### src/common/cfsg_map.svh
// constants for the clock fanout select and gate block
// assumes inclusion by bare name from design files
`ifndef CFSG_MAP_SVH
`define CFSG_MAP_SVH
`define CFSG_NUM_OUTPUTS 5
`define CFSG_GATE_RESET_VAL 1'b0
`define CFSG_STD_LVDS 1'b0
`define CFSG_STD_PECL 1'b1
`endif

### src/common/cfsg_pkg.sv
// types for the clock fanout select and gate block
// assumes the map header sits on the include path
package cfsg_pkg;
    typedef enum logic {
        CFSG_LVDS = 1'b0,
        CFSG_PECL = 1'b1
    } cfsg_level_std_t;
    typedef enum logic {
        CFSG_GATE_OPEN = 1'b0,
        CFSG_GATE_SHUT = 1'b1
    } cfsg_gate_t;
endpackage

### src/rtl/cfsg_fanout.sv
// clock fanout: source select, falling-edge synchronised gate, five pairs
// assumes input clocks are sampled levels at the 250 MHz system clock;
// pins arrive asynchronous and pass two flip-flops first
// outputs are registered copies, one system clock behind the gated level
`timescale 1ns/1ps
`include "cfsg_map.svh"

// Summary of operation
// - select high routes primary pair, low routes secondary pair.
// - gate input low lets every output pair follow the selected clock.
// - gate input high holds true outputs low, complementary outputs high.
// - gate change applies only on a later falling edge of selected clock.
// - enabled true output is high when selected true is above its comp, complement its inverse.
// - five identical pairs driven from the one selected gated clock.
// - level select low means LVDS standard, high means PECL standard.
// - reset defaults act as pull-downs: secondary source, enabled, LVDS.
module cfsg_fanout (
    input wire logic clock,
    input wire logic nrst,
    input wire logic primary_clock,
    input wire logic primary_clock_n,
    input wire logic secondary_clock,
    input wire logic secondary_clock_n,
    input wire logic source_select,
    input wire logic output_gate_n,
    input wire logic level_select,
    output logic [`CFSG_NUM_OUTPUTS-1:0] fanout_out,
    output logic [`CFSG_NUM_OUTPUTS-1:0] fanout_out_comp,
    output cfsg_pkg::cfsg_level_std_t out_standard
);
    import cfsg_pkg::*;

    ////////////////////////////////////////////////////////////////////
    // two-stage synchronisers; first stage read only by second
    // clock pins and control pins kept apart, one concern each
    logic [3:0] clk_meta;
    logic [3:0] clk_sync;
    logic [2:0] ctl_meta;
    logic [2:0] ctl_sync;
    always_ff @(posedge clock or negedge nrst) begin
        if (!nrst) begin
            clk_meta <= 4'h0;
            clk_sync <= 4'h0;
        end else begin
            clk_meta <= {secondary_clock_n, secondary_clock, primary_clock_n, primary_clock};
            clk_sync <= clk_meta;
        end
    end

    // pull-down defaults: secondary source, outputs enabled, lvds
    always_ff @(posedge clock or negedge nrst) begin
        if (!nrst) begin
            ctl_meta <= 3'h0;
            ctl_sync <= 3'h0;
        end else begin
            ctl_meta <= {level_select, output_gate_n, source_select};
            ctl_sync <= ctl_meta;
        end
    end

    logic p_t;
    logic p_c;
    logic s_t;
    logic s_c;
    logic sel_s;
    logic gate_s;
    logic lvl_s;
    assign p_t = clk_sync[0];
    assign p_c = clk_sync[1];
    assign s_t = clk_sync[2];
    assign s_c = clk_sync[3];
    assign sel_s = ctl_sync[0];
    assign gate_s = ctl_sync[1];
    assign lvl_s = ctl_sync[2];

    ////////////////////////////////////////////////////////////////////
    // source mux; differential sense, true high when true above comp
    // a swap while open can cut a pulse short; neither side is gated off on a swap
    logic sel_level;
    assign sel_level = sel_s ? (p_t & ~p_c) : (s_t & ~s_c);

    logic sel_prev;
    always_ff @(posedge clock or negedge nrst) begin
        if (!nrst) begin
            sel_prev <= 1'b0;
        end else begin
            sel_prev <= sel_level;
        end
    end

    logic fall_edge;
    assign fall_edge = sel_prev & ~sel_level;

    ////////////////////////////////////////////////////////////////////
    // gate state takes a new value only at a falling edge, so no runt
    cfsg_gate_t gate_state;
    cfsg_gate_t next_gate_state;
    // a request with no falling edge waits; a stopped input keeps it pending
    always_comb begin
        next_gate_state = gate_state;
        unique case (gate_state)
            CFSG_GATE_OPEN: begin
                if (fall_edge && gate_s) begin
                    next_gate_state = CFSG_GATE_SHUT;
                end
            end
            CFSG_GATE_SHUT: begin
                if (fall_edge && !gate_s) begin
                    next_gate_state = CFSG_GATE_OPEN;
                end
            end
        endcase
    end

    always_ff @(posedge clock or negedge nrst) begin
        if (!nrst) begin
            gate_state <= cfsg_gate_t'(`CFSG_GATE_RESET_VAL);
        end else begin
            gate_state <= next_gate_state;
        end
    end

    logic gated_level;
    assign gated_level = (gate_state == CFSG_GATE_OPEN) ? sel_level : 1'b0;

    ////////////////////////////////////////////////////////////////////
    // five identical pairs
    // one flop per pin, so all five switch on the same edge
    genvar gi;
    generate
        for (gi = 0; gi < `CFSG_NUM_OUTPUTS; gi++) begin : g_pair
            cfsg_out_pair u_pair (
                .clock(clock),
                .nrst(nrst),
                .level_in(gated_level),
                .q_true(fanout_out[gi]),
                .q_comp(fanout_out_comp[gi])
            );
        end
    endgenerate

    ////////////////////////////////////////////////////////////////////
    // static output standard
    // a strap only; it has no effect on clock timing here
    always_ff @(posedge clock or negedge nrst) begin
        if (!nrst) begin
            out_standard <= cfsg_level_std_t'(`CFSG_STD_LVDS);
        end else begin
            out_standard <= lvl_s ? CFSG_PECL : CFSG_LVDS;
        end
    end

    ////////////////////////////////////////////////////////////////////
    // checks
    a_pairs_complement: assert property (@(posedge clock) disable iff (!nrst)
        fanout_out == ~fanout_out_comp)
        else $error("output pair not complementary");

    a_pairs_identical: assert property (@(posedge clock) disable iff (!nrst)
        fanout_out == {`CFSG_NUM_OUTPUTS{fanout_out[0]}})
        else $error("output pairs differ");

    a_shut_holds_low: assert property (@(posedge clock) disable iff (!nrst)
        gate_state == CFSG_GATE_SHUT |=> fanout_out == '0)
        else $error("gated output not low");

    a_shut_comp_high: assert property (@(posedge clock) disable iff (!nrst)
        gate_state == CFSG_GATE_SHUT |=> fanout_out_comp == '1)
        else $error("gated complement not high");

    a_open_follows: assert property (@(posedge clock) disable iff (!nrst)
        gate_state == CFSG_GATE_OPEN |=> fanout_out[0] == $past(sel_level))
        else $error("open output not following clock");

    a_open_comp: assert property (@(posedge clock) disable iff (!nrst)
        gate_state == CFSG_GATE_OPEN |=> fanout_out_comp[0] == !$past(sel_level))
        else $error("open complement not inverse of clock");

    a_gate_on_fall: assert property (@(posedge clock) disable iff (!nrst)
        !fall_edge |=> $stable(gate_state))
        else $error("gate changed without falling edge");

    a_next_needs_fall: assert property (@(posedge clock) disable iff (!nrst)
        next_gate_state != gate_state |-> fall_edge)
        else $error("gate change planned without falling edge");

    a_gate_takes: assert property (@(posedge clock) disable iff (!nrst)
        fall_edge |=> gate_state == cfsg_gate_t'($past(gate_s)))
        else $error("gate not updated on falling edge");

    a_swap_no_runt: assert property (@(posedge clock) disable iff (!nrst)
        fall_edge |=> fanout_out == '0 && fanout_out_comp == '1)
        else $error("gate swapped while output high");

    a_rise_when_open: assert property (@(posedge clock) disable iff (!nrst)
        $rose(fanout_out[0]) |-> $past(sel_level) && $past(gate_state) == CFSG_GATE_OPEN)
        else $error("output rose without open gate and high input");

    a_fall_follows_input: assert property (@(posedge clock) disable iff (!nrst)
        $fell(fanout_out[0]) |-> !$past(sel_level))
        else $error("output fell while input high");

    a_mux_primary: assert property (@(posedge clock) disable iff (!nrst)
        sel_s && gate_state == CFSG_GATE_OPEN |=> fanout_out[0] == $past(p_t & ~p_c))
        else $error("primary not routed");

    a_mux_secondary: assert property (@(posedge clock) disable iff (!nrst)
        !sel_s && gate_state == CFSG_GATE_OPEN |=> fanout_out[0] == $past(s_t & ~s_c))
        else $error("secondary not routed");

    a_level_std: assert property (@(posedge clock) disable iff (!nrst)
        lvl_s |=> out_standard == CFSG_PECL)
        else $error("standard not followed");

    a_level_lvds: assert property (@(posedge clock) disable iff (!nrst)
        !lvl_s |=> out_standard == CFSG_LVDS)
        else $error("low standard not followed");

    a_std_static: assert property (@(posedge clock) disable iff (!nrst)
        $stable(lvl_s) |=> $stable(out_standard))
        else $error("standard moved without select change");
endmodule

### src/rtl/cfsg_out_pair.sv
// one differential output pair driver
// assumes gated level arrives unregistered from the parent; registered here
`timescale 1ns/1ps
module cfsg_out_pair (
    input wire logic clock,
    input wire logic nrst,
    input wire logic level_in,
    output logic q_true,
    output logic q_comp
);
    always_ff @(posedge clock or negedge nrst) begin
        if (!nrst) begin
            q_true <= 1'b0;
            q_comp <= 1'b1;
        end else begin
            q_true <= level_in;
            q_comp <= ~level_in;
        end
    end
endmodule

### config.mk
export PLATFORM = sky130hd
export DESIGN_NAME = cfsg_fanout
export DESIGN_NICKNAME = d
export VERILOG_FILES = /design/src/common/cfsg_pkg.sv /design/src/rtl/cfsg_fanout.sv /design/src/rtl/cfsg_out_pair.sv
export VERILOG_INCLUDE_DIRS = /design/src /design/src/common
export SDC_FILE = /design/constraint.sdc
export NUM_CORES = 1
export LEC_CHECK = 0
export BUFFER_PORTS_ARGS = -buffer_cell sky130_fd_sc_hd__buf_2
export CAP_MARGIN = 0
export CORE_UTILIZATION = 46
export CTS_BUF_LIST = sky130_fd_sc_hd__clkbuf_4 sky130_fd_sc_hd__clkbuf_8 sky130_fd_sc_hd__clkbuf_16
export DETAILED_ROUTE_END_ITERATION = 7
export HOLD_SLACK_MARGIN = 0.02
export PLACE_DENSITY_LB_ADDON = 0.12
export SYNTH_ARGS = -nofsm -noshare
export SYNTH_HDL_FRONTEND = slang
export SYNTH_SLANG_ARGS = --single-unit
### constraint.sdc
create_clock -name clock -period 1.4 [get_ports clock]
set_input_delay 0.07 -clock clock [delete_from_list [all_inputs] [get_ports clock]]
set_output_delay 0.07 -clock clock [all_outputs]
set_load 0.005 [all_outputs]
==> flow_summary.json, run 1 <==
{
  "outcome": "complete, no violations",
  "layout.nets": 67,
  "share_seq_of_total_power": 0.621,
  "p_per_area_mw_per_mm2": 1260,
  "grt.total_usage": 0.126,
  "tightestPinTransition_ns": 0.393,
  "dr.pass1.iters": 2,
  "worstSkewPairLatency_ns": 0.28,
  "p_int_mw": 0.774,
  "hold_path.class": "primary input to asynchronous set/reset pin",
  "gp_congestion": 0.612,
  "syn_area_per_cell_um2": 17.3,
  "die_y_um": 38.8,
  "total_power_mw": 0.972,
  "cts_tree": "yes",
  "vias": 322,
  "crit_path_end_kind": "flop",
  "critPathMaxStageDelay_ns": 0.37,
  "crit_slowest_cell": "dfrtp_1",
  "root_buffer": "clkbuf_4",
  "numClockSinks": 19,
  "numPortBuffers": 19,
  "area_growth_pct": 23.7,
  "relSlewSlack": 0.738,
  "cp_num_buf_inv": 0,
  "use_met3": 0.0173,
  "drv_slew": 0,
  "period_minus_slack_ns": 1.10,
  "num_antenna_cells": 0,
  "drtAntennaViolNets": 0,
  "routed_wirelength_um": 757,
  "critPathLaunchType": "flop",
  "post-cts-setup-buffer-count": 0,
  "synthDistinctLibCells": 10,
  "layout-drive-gt1-share": 0.491,
  "post_cts_resize_count": 0,
  "start_util": 0.525,
  "ff_latch_area_um2": 477,
  "syn_nets": 45,
  "r2r_start": "clk_sync[1]",
  "synthAdderAreaFrac": 0,
  "drtIter0Drc": 1,
  "overflow": 0,
  "dp_hpwl_um": 475,
  "grt_pass1_vias": 326,
  "grt_pass1_wl_um": 1190,
  "synth-seq-cells": 19,
  "cts_buffers": 3,
  "synth_compound_area_frac": 0.0281,
  "tns_ns": 0,
  "startpoint": "clk_sync[1]",
  "yosys.area_share.simple": 0.0622,
  "core_area_mm2": 0.00119,
  "synth_xor_area_frac": 0,
  "row_count": 12,
  "hold_viol_final": 0,
  "critPathMaxFanout": 2,
  "skew_ns": 0.00371,
  "grt_max_degree": 20,
  "die-width_um": 38.8,
  "setup_viol_count_final": 0,
  "grt_busiest_layer": "met2",
  "yosysSeqAreaShare": 0.765,
  "power_leakage_nw": 0.386,
  "cts_hold_buf": 8,
  "peakVddDrop_uv": 799,
  "required_ns": 1.57,
  "wire_per_inst_um": 10.7,
  "synth_top_family_by_area": "buffers and inverters",
  "htree_levels": 1,
  "rsz0062_at_grt": "false",
  "path_cells": "nand3b_2, o211ai_2, mux2_4",
  "yosys_warnings": 0,
  "min_period_over_period": 0.786,
  "critical_path_class": "flop to flop",
  "fmaxAchievable_ghz": 0.909,
  "grt_antenna_before_repair": 0,
  "path_clk_slew_ns": 0.10,
  "multi_input_area_um2": 71.3,
  "io_pins": 20,
  "swShare": 0.204,
  "use_met2": 0.238,
  "p_sw_mw": 0.198,
  "synthMuxAreaShare": 0.0241,
  "die_area_mm2": 0.00151,
  "use_met1": 0.115,
  "cp_data_arrival_time_ns": 1.27,
  "syn_area_um2": 623,
  "clkPwrFrac": 0.285,
  "syn_inst": 36,
  "cp_top_family": "flip-flops",
  "max_cap_viol_count": 0,
  "drc_errors": 0,
  "fill_cells": 86,
  "clockBufferDepth": 2,
  "viasPerCell": 4.54,
  "pwr-share-comb": 0.094
}
-- power groups by stage --
stage,clock network [mW],registers (mW),logic (mW)
2_1_floorplan,0,0.611,0.0626
3_3_place_gp,0,0.612,0.0747
3_5_place_dp,0,0.615,0.0755
4_1_cts,0.292,0.604,0.0929
5_1_grt,0.314,0.609,0.102
6_report,0.277,0.603,0.0915
-- stage by stage --
stage / hold WS [ns] / setup WS [ns] / cell area [um^2] / cells / utilization
floorplan: -0.226 / 0.357 / 623 / 36 / -
global placement: 0.00556 / 0.341 / 661 / 59 / 0.557
detailed placement: 0.0168 / 0.315 / 661 / 59 / 0.557
CTS: 0.229 / 0.292 / 771 / 71 / 0.650
global route: 0.269 / 0.285 / 771 / 71 / 0.650
finish: 0.231 / 0.300 / 771 / 71 / 0.650
-- path summary, 6_finish.rpt --
| kind | to | slack (ns) | cells after the start |
|---|---|---|---|
| setup reg to reg | flop | 0.30 | 3 |
| max in group asynchronous | g_pair[3].u_pair.q_comp | 0.85 | 2 |
| hold reg to reg | clk_sync[0] | 0.36 | 0 |
| hold / removal | g_pair[3].u_pair.q_true | 0.23 | 2 |
| min in group clock | clk_sync[0] | 0.36 | 0 |
| setup / recovery | flop | 0.30 | 3 |
-- cell type report --
| type | instances | share of cell area |
|---|---|---|
| repair buffers | 27 | 0.227 |
| multi-input cells | 7 | 0.0925 |
| flip-flops and latches | 19 | 0.619 |
| clock buffers | 4 | 0.0390 |
| well taps | 14 | 0.0227 |
-- layout by cell type, fill, tap and decap left out --
master	n
o211ai_2	1
nand3b_2	1
o21ai_1	1
clkbuf_4	4
dlygate4sd3_1	8
and2b_1	1
mux2_4	1
buf_2	19
dfrtp_1	18
dfstp_2	1
nand2b_4	1
nand2b_1	1
-- per-layer routing --
layer	vias to the layer above	wire length, um
li1	146	-
met1	156	288
met2	18	413
met3	2	44
met4	0	10
met5	-	0
-- cells by family (layout without fill, tap and decap cells) --
logic type             count (synthesis)  after routing
multiplexers                           1              1
AO/OA/AOI/OAI                          2              2
flip-flops                            19             19
AND/OR/NAND/NOR                        4              4
buffers and inverters                 10             31
-- flip-flops by register name, indices dropped and copies added (netlist names), named ones only --
signal and cells:
clk_meta 4, clk_sync 4, ctl_meta 3, ctl_sync 3, g_pair.u_pair.q_comp 1, g_pair.u_pair.q_true 1, out_standard 1, sel_prev 1
-- Yosys cell counts --
cell | number | area [um^2]
mux2_4 | 1 | 15.0
dfrtp_1 | 18 | 450
buf_4 | 10 | 75.1
o211ai_2 | 1 | 12.5
nand2b_1 | 1 | 6.26
dfstp_2 | 1 | 26.3
and2b_1 | 1 | 7.51
o21ai_1 | 1 | 5.00
nand2b_4 | 1 | 13.8
nand3b_2 | 1 | 11.3
No activity file was read; power rests on OpenSTA's default activity.
==> inputs of run 2 (changes only) <==
--- a/config.mk
+++ b/config.mk
@@ -8,7 +8,7 @@
 export LEC_CHECK = 0
 export BUFFER_PORTS_ARGS = -buffer_cell sky130_fd_sc_hd__buf_2
 export CAP_MARGIN = 0
-export CORE_UTILIZATION = 46
+export CORE_UTILIZATION = 41
 export CTS_BUF_LIST = sky130_fd_sc_hd__clkbuf_4 sky130_fd_sc_hd__clkbuf_8 sky130_fd_sc_hd__clkbuf_16
 export DETAILED_ROUTE_END_ITERATION = 7
 export HOLD_SLACK_MARGIN = 0.02
==> constraint.sdc (replaced) <==
create_clock -name clock -period 0.92 [get_ports clock]
set_input_delay 0.046 -clock clock [delete_from_list [all_inputs] [get_ports clock]]
set_output_delay 0.046 -clock clock [all_outputs]
set_load 0.005 [all_outputs]
==> run 2 against run 1 <==
  * The flow now finishes with violations (setup timing)
  * Clock-buffer cell count fell by 1
  * Power rose by 53%
  * Sequential power rose by 53%
  * Die area rose by 12%
  * Routed wire length did not move
  * Flip-flop and latch count did not move
  * Cell area rose by 2.9%
  * Combinational power rose by 63%
  * First-iteration DRC count fell by 100%
  * Largest power group unchanged
==> flow_summary.json, run 2 (synthesis gave the netlist of run 1 again) <==
{
  "cts_tree": "yes",
  "dr.pass1.iters": 1,
  "required_ns": 1.11,
  "num_antenna_cells": 0,
  "die_y_um": 41.0,
  "grt_pass1_wl_um": 1220,
  "worstSkewPairLatency_ns": 0.29,
  "critPathMaxFanout": 2,
  "clkPwrFrac": 0.280,
  "viasPerCell": 4.50,
  "wire_per_inst_um": 10.5,
  "start_util": 0.462,
  "layout.nets": 67,
  "p_per_area_mw_per_mm2": 1880,
  "hold_viol_final": 0,
  "grt_max_degree": 20,
  "place_ws_ns": -0.142,
  "cp_data_arrival_time_ns": 1.27,
  "total_power_mw": 1.49,
  "p_int_mw": 1.16,
  "top_regs": "clk_meta: 4 flops, clk_sync: 4 flops",
  "root_buffer": "clkbuf_4",
  "layout-drive-gt1-share": 0.491,
  "p_sw_mw": 0.332,
  "final_common_cell": "dfrtp_1",
  "path_cells": "nand2b_4, o211ai_2, mux2_4",
  "fin_ws_ns": -0.163,
  "gp_congestion": 0.596,
  "tightestPinTransition_ns": 0.392,
  "die-width_um": 41.0,
  "core_area_mm2": 0.00135,
  "clockBufferDepth": 2,
  "share_seq_of_total_power": 0.620,
  "grt_antenna_before_repair": 0,
  "drv_slew": 0,
  "max_cap_viol_count": 0,
  "grt.total_usage": 0.129,
  "relSlewSlack": 0.739,
  "violations": "setup timing",
  "final_cell_mix": "18 x dfrtp_1, 17 x buf_2, 8 x dlygate4sd3_1",
  "period_minus_slack_ns": 1.08,
  "row_count": 13,
  "min_period_over_period": 1.18,
  "numClockSinks": 19,
  "drtIter0Drc": 0,
  "setup_viol_count_final": 7,
  "routed_wirelength_um": 757,
  "crit_path_end_kind": "flop",
  "htree_levels": 1,
  "numPortBuffers": 19,
  "die_area_mm2": 0.00168,
  "swShare": 0.223,
  "cts_buffers": 3,
  "post-cts-setup-buffer-count": 0,
  "crit_slowest_cell": "dfrtp_1",
  "overflow": 0,
  "hold_path.class": "primary input to asynchronous set/reset pin",
  "skew_ns": 0.00538,
  "critical_path_class": "flop to flop",
  "area_growth_pct": 27.3,
  "grt_pass1_vias": 312,
  "critPathLaunchType": "flop",
  "io_pins": 20,
  "rsz0062_at_grt": "true",
  "critPathMaxStageDelay_ns": 0.38,
  "fmaxAchievable_ghz": 0.923,
  "regToRegSetupSlack_ns": -0.16,
  "drtAntennaViolNets": 0,
  "vias": 324,
  "drc_errors": 0,
  "peakVddDrop_uv": 1030,
  "power_leakage_nw": 0.397,
  "outcome": "finished with violations",
  "path_clk_slew_ns": 0.11,
  "pwr-share-comb": 0.100
}
## run 2: power by group through the flow
stage	combinational, mW	sequential, mW	clock, mW
3_5_place_dp	0.114	0.936	0
4_1_cts	0.140	0.919	0.440
5_1_grt	0.169	0.933	0.482
6_report	0.149	0.922	0.416
3_3_place_gp	0.114	0.932	0
2_1_floorplan	0.0956	0.930	0
## run 2: worst paths after layout
check / from / endpoint / cells after the start
setup / recovery: clk_sync[3] / flop / 3
hold / removal: nrst / ctl_sync[0] / 2
setup reg to reg: clk_sync[3] / flop / 3
hold reg to reg: clk_meta[3] / clk_sync[3] / 0
max in group asynchronous: nrst / g_pair[3].u_pair.q_comp / 2
min in group clock: clk_meta[3] / clk_sync[3] / 0
## run 2: repair_timing
action                                  4_1_cts  5_1_grt
gates cloned                                  0        0
resized for setup                             0        3
endpoints found under the setup margin        7       14
hold endpoints to repair                     26        0
pin swaps                                     0        0
hold buffers                                  8        0
## run 2: area by class of cell
class / count / area (um^2)
clock buffers: 3 / 22.5
clock inverters: 1 / 7.51
fillers: 101 / 557
multi-input cells: 7 / 80.1
flip-flops and latches: 19 / 477
well taps: 15 / 18.8
repair buffers: 27 / 188
## run 2: layer usage
metal	vias up	part of all wire	global-route usage
li1	145	-	-
met1	155	0.36	0.111
met2	24	0.54	0.219
met3	0	0.10	0.0978
met4	0	0	0.0500
met5	-	0	0
## run 2: worst max-delay path, delay by kind of cell, from the launching register on
| kind | cells | cell delay [ns] |
|---|---|---|
| mux | 1 | 0.31 |
| simple gates | 1 | 0.14 |
| compound gates | 1 | 0.15 |
| flops | 1 | 0.38 |
## run 2: through the flow
step / hold WS [ns] / area, um^2 / utilization / TNS [ns] / instances
finish: 0.196 / 793 / 0.588 / -0.700 / 72
global route: 0.203 / 793 / 0.588 / -1.56 / 72
CTS: 0.198 / 772 / 0.572 / -0.682 / 72
detailed placement: -0.00413 / 662 / 0.490 / -0.142 / 60
global placement: -0.0182 / 662 / 0.490 / -0.129 / 60
floorplan: -0.250 / 623 / - / -0.118 / 36
==> inputs of run 3 (changes only) <==
--- a/config.mk
+++ b/config.mk
@@ -13,6 +13,7 @@
 export DETAILED_ROUTE_END_ITERATION = 7
 export HOLD_SLACK_MARGIN = 0.02
 export PLACE_DENSITY_LB_ADDON = 0.12
+export SETUP_SLACK_MARGIN = 0.5
 export SYNTH_ARGS = -nofsm -noshare
 export SYNTH_HDL_FRONTEND = slang
 export SYNTH_SLANG_ARGS = --single-unit
==> run 3 against run 2 <==
  * The run ends with hold timing, setup timing left
  * Worst setup slack worse by 0.012 ns
  * Sequential power is 1% higher
  * Hold slack lost 0.52 ns
  * Global-route usage down 2.8 points
  * Clock-buffer cell count up 1
  * First-iteration DRC count increased by 1
  * Combinational power is 18% higher
  * Critical path type unchanged
  * Register-to-register slack about the same
  * Flip-flop and latch count did not move
  * Non-clock buffer count down 5
  * Core utilization is 1.0 points higher
  * Sequential share of layout area down 0.71 points
==> flow_summary.json, run 3 (synthesis gave the netlist of run 1 again) <==
{
  "layout-drive-gt1-share": 0.654,
  "core_area_mm2": 0.00135,
  "total_power_mw": 1.52,
  "top_regs": "clk_meta: 4 flops, clk_sync: 4 flops",
  "hold_path.class": "primary input to asynchronous set/reset pin",
  "final_core_util": 0.598,
  "power_leakage_nw": 0.399,
  "outcome": "finished with violations",
  "clockBufferDepth": 2,
  "final_cell_mix": "16 x dfrtp_1, 12 x buf_6, 9 x buf_2",
  "num_antenna_cells": 0,
  "root_buffer": "clkbuf_4",
  "cts_buffers": 3,
  "die-width_um": 41.0,
  "period_minus_slack_ns": 1.09,
  "path_clk_slew_ns": 0.09,
  "start_util": 0.462,
  "drv_slew": 0,
  "drtIter0Drc": 1,
  "cp_top_family": "flip-flops",
  "wire_per_inst_um": 10.6,
  "numPortBuffers": 19,
  "grt_pass1_vias": 263,
  "path_cells": "nand2b_4, o211ai_2, mux2_4",
  "placed_cell_area_um2": 663,
  "grt_pass1_wl_um": 1020,
  "row_count": 13,
  "drc_errors": 0,
  "overflow": 0,
  "die_area_mm2": 0.00168,
  "tns_ns": -1.19,
  "required_ns": 1.09,
  "hold_ws_ns": -0.324,
  "tightestPinTransition_ns": 0.391,
  "place_inst": 60,
  "relSlewSlack": 0.739,
  "worstSkewPairLatency_ns": 0.28,
  "cts_tree": "yes",
  "vias": 301,
  "setup_viol_count_final": 9,
  "gp_congestion": 0.589,
  "p_per_area_mw_per_mm2": 1880,
  "final_area_um2": 807,
  "critPathMaxFanout": 2,
  "layout.nets": 62,
  "violations": "hold timing, setup timing",
  "drtAntennaViolNets": 0,
  "final_common_cell": "dfrtp_1",
  "crit_path_end_kind": "flop",
  "viasPerCell": 4.49,
  "hold_viol_final": 26,
  "rsz0062_at_grt": "true",
  "fmaxAchievable_ghz": 0.913,
  "die_y_um": 41.0,
  "fill_cells": 112,
  "critical_path_class": "flop to flop",
  "cp_num_buf_inv": 0,
  "skew_ns": 0.00175,
  "io_pins": 20,
  "cp_data_arrival_time_ns": 1.27,
  "fin_ws_ns": -0.175,
  "r2r_start": "clk_sync[3]",
  "grt.total_usage": 0.101,
  "instances_no_fill": 67,
  "crit_slowest_cell": "dfrtp_1",
  "routed_wirelength_um": 711,
  "dr.pass1.iters": 2,
  "place_ws_ns": -0.151,
  "peakVddDrop_uv": 1060,
  "min_period_over_period": 1.19,
  "critPathMaxStageDelay_ns": 0.38,
  "htree_levels": 1,
  "grt_antenna_before_repair": 0,
  "critPathLaunchType": "flop",
  "max_cap_viol_count": 0,
  "startpoint": "clk_sync[3]",
  "area_growth_pct": 29.5,
  "grt_max_degree": 20,
  "numClockSinks": 19
}
## run 3: changes by cell type in the layout (fill, tap and decap cells not counted), sizes merged
cell	delta
clkbuf	+1
buf	+3
clkinvlp	-1
dlygate4sd3	-8
## run 3: final cells by class
class                           instances  area, um^2  share of cell area
Timing Repair Buffer                   22         188               0.233
Sequential cell                        19         479               0.594
Tap cell                               15        18.8              0.0233
Multi-Input combinational cell          7        91.3               0.113
Clock buffer                            4        30.0              0.0372
## run 3: final timing paths
check                           slack, ns  cells past startpoint                       to
min in group clock                  -0.13                      1              clk_meta[0]
worst max register to register      -0.17                      3                     flop
worst max-delay path                -0.17                      3                     flop
max in group asynchronous            0.93                      1  g_pair[3].u_pair.q_comp
worst min-delay path                -0.32                      1              clk_meta[2]
worst min register to register       0.35                      0              clk_sync[2]
## run 3: power by group
part	leakage, nW	total (mW)	internal [mW]	switching (mW)
Sequential	0.221	0.932	0.892	0.0390
Clock	0.0184	0.410	0.197	0.213
Combinational	0.159	0.176	0.124	0.0523
## run 3: timing repair
action / 4_1_cts / 5_1_grt
gates cloned: 0 / 0
gates resized for setup: 5 / 11
setup buffers: 1 / 2
endpoints found under the setup margin: 23 / 23
hold endpoints to repair: 26 / 26
## run 3: metal layers
metal,up-vias,GRT usage,wire [um]
li1,135,-,-
met1,148,0.115,249
met2,18,0.168,417
met3,0,0.0326,44
met4,0,0.0500,0
met5,-,0,0
## run 3: worst reg2reg max path, delay by kind of cell (launching register included)
family,cells,cell delay [ns]
simple gates,1,0.14
compound gates,1,0.16
flops,1,0.38
mux,1,0.31
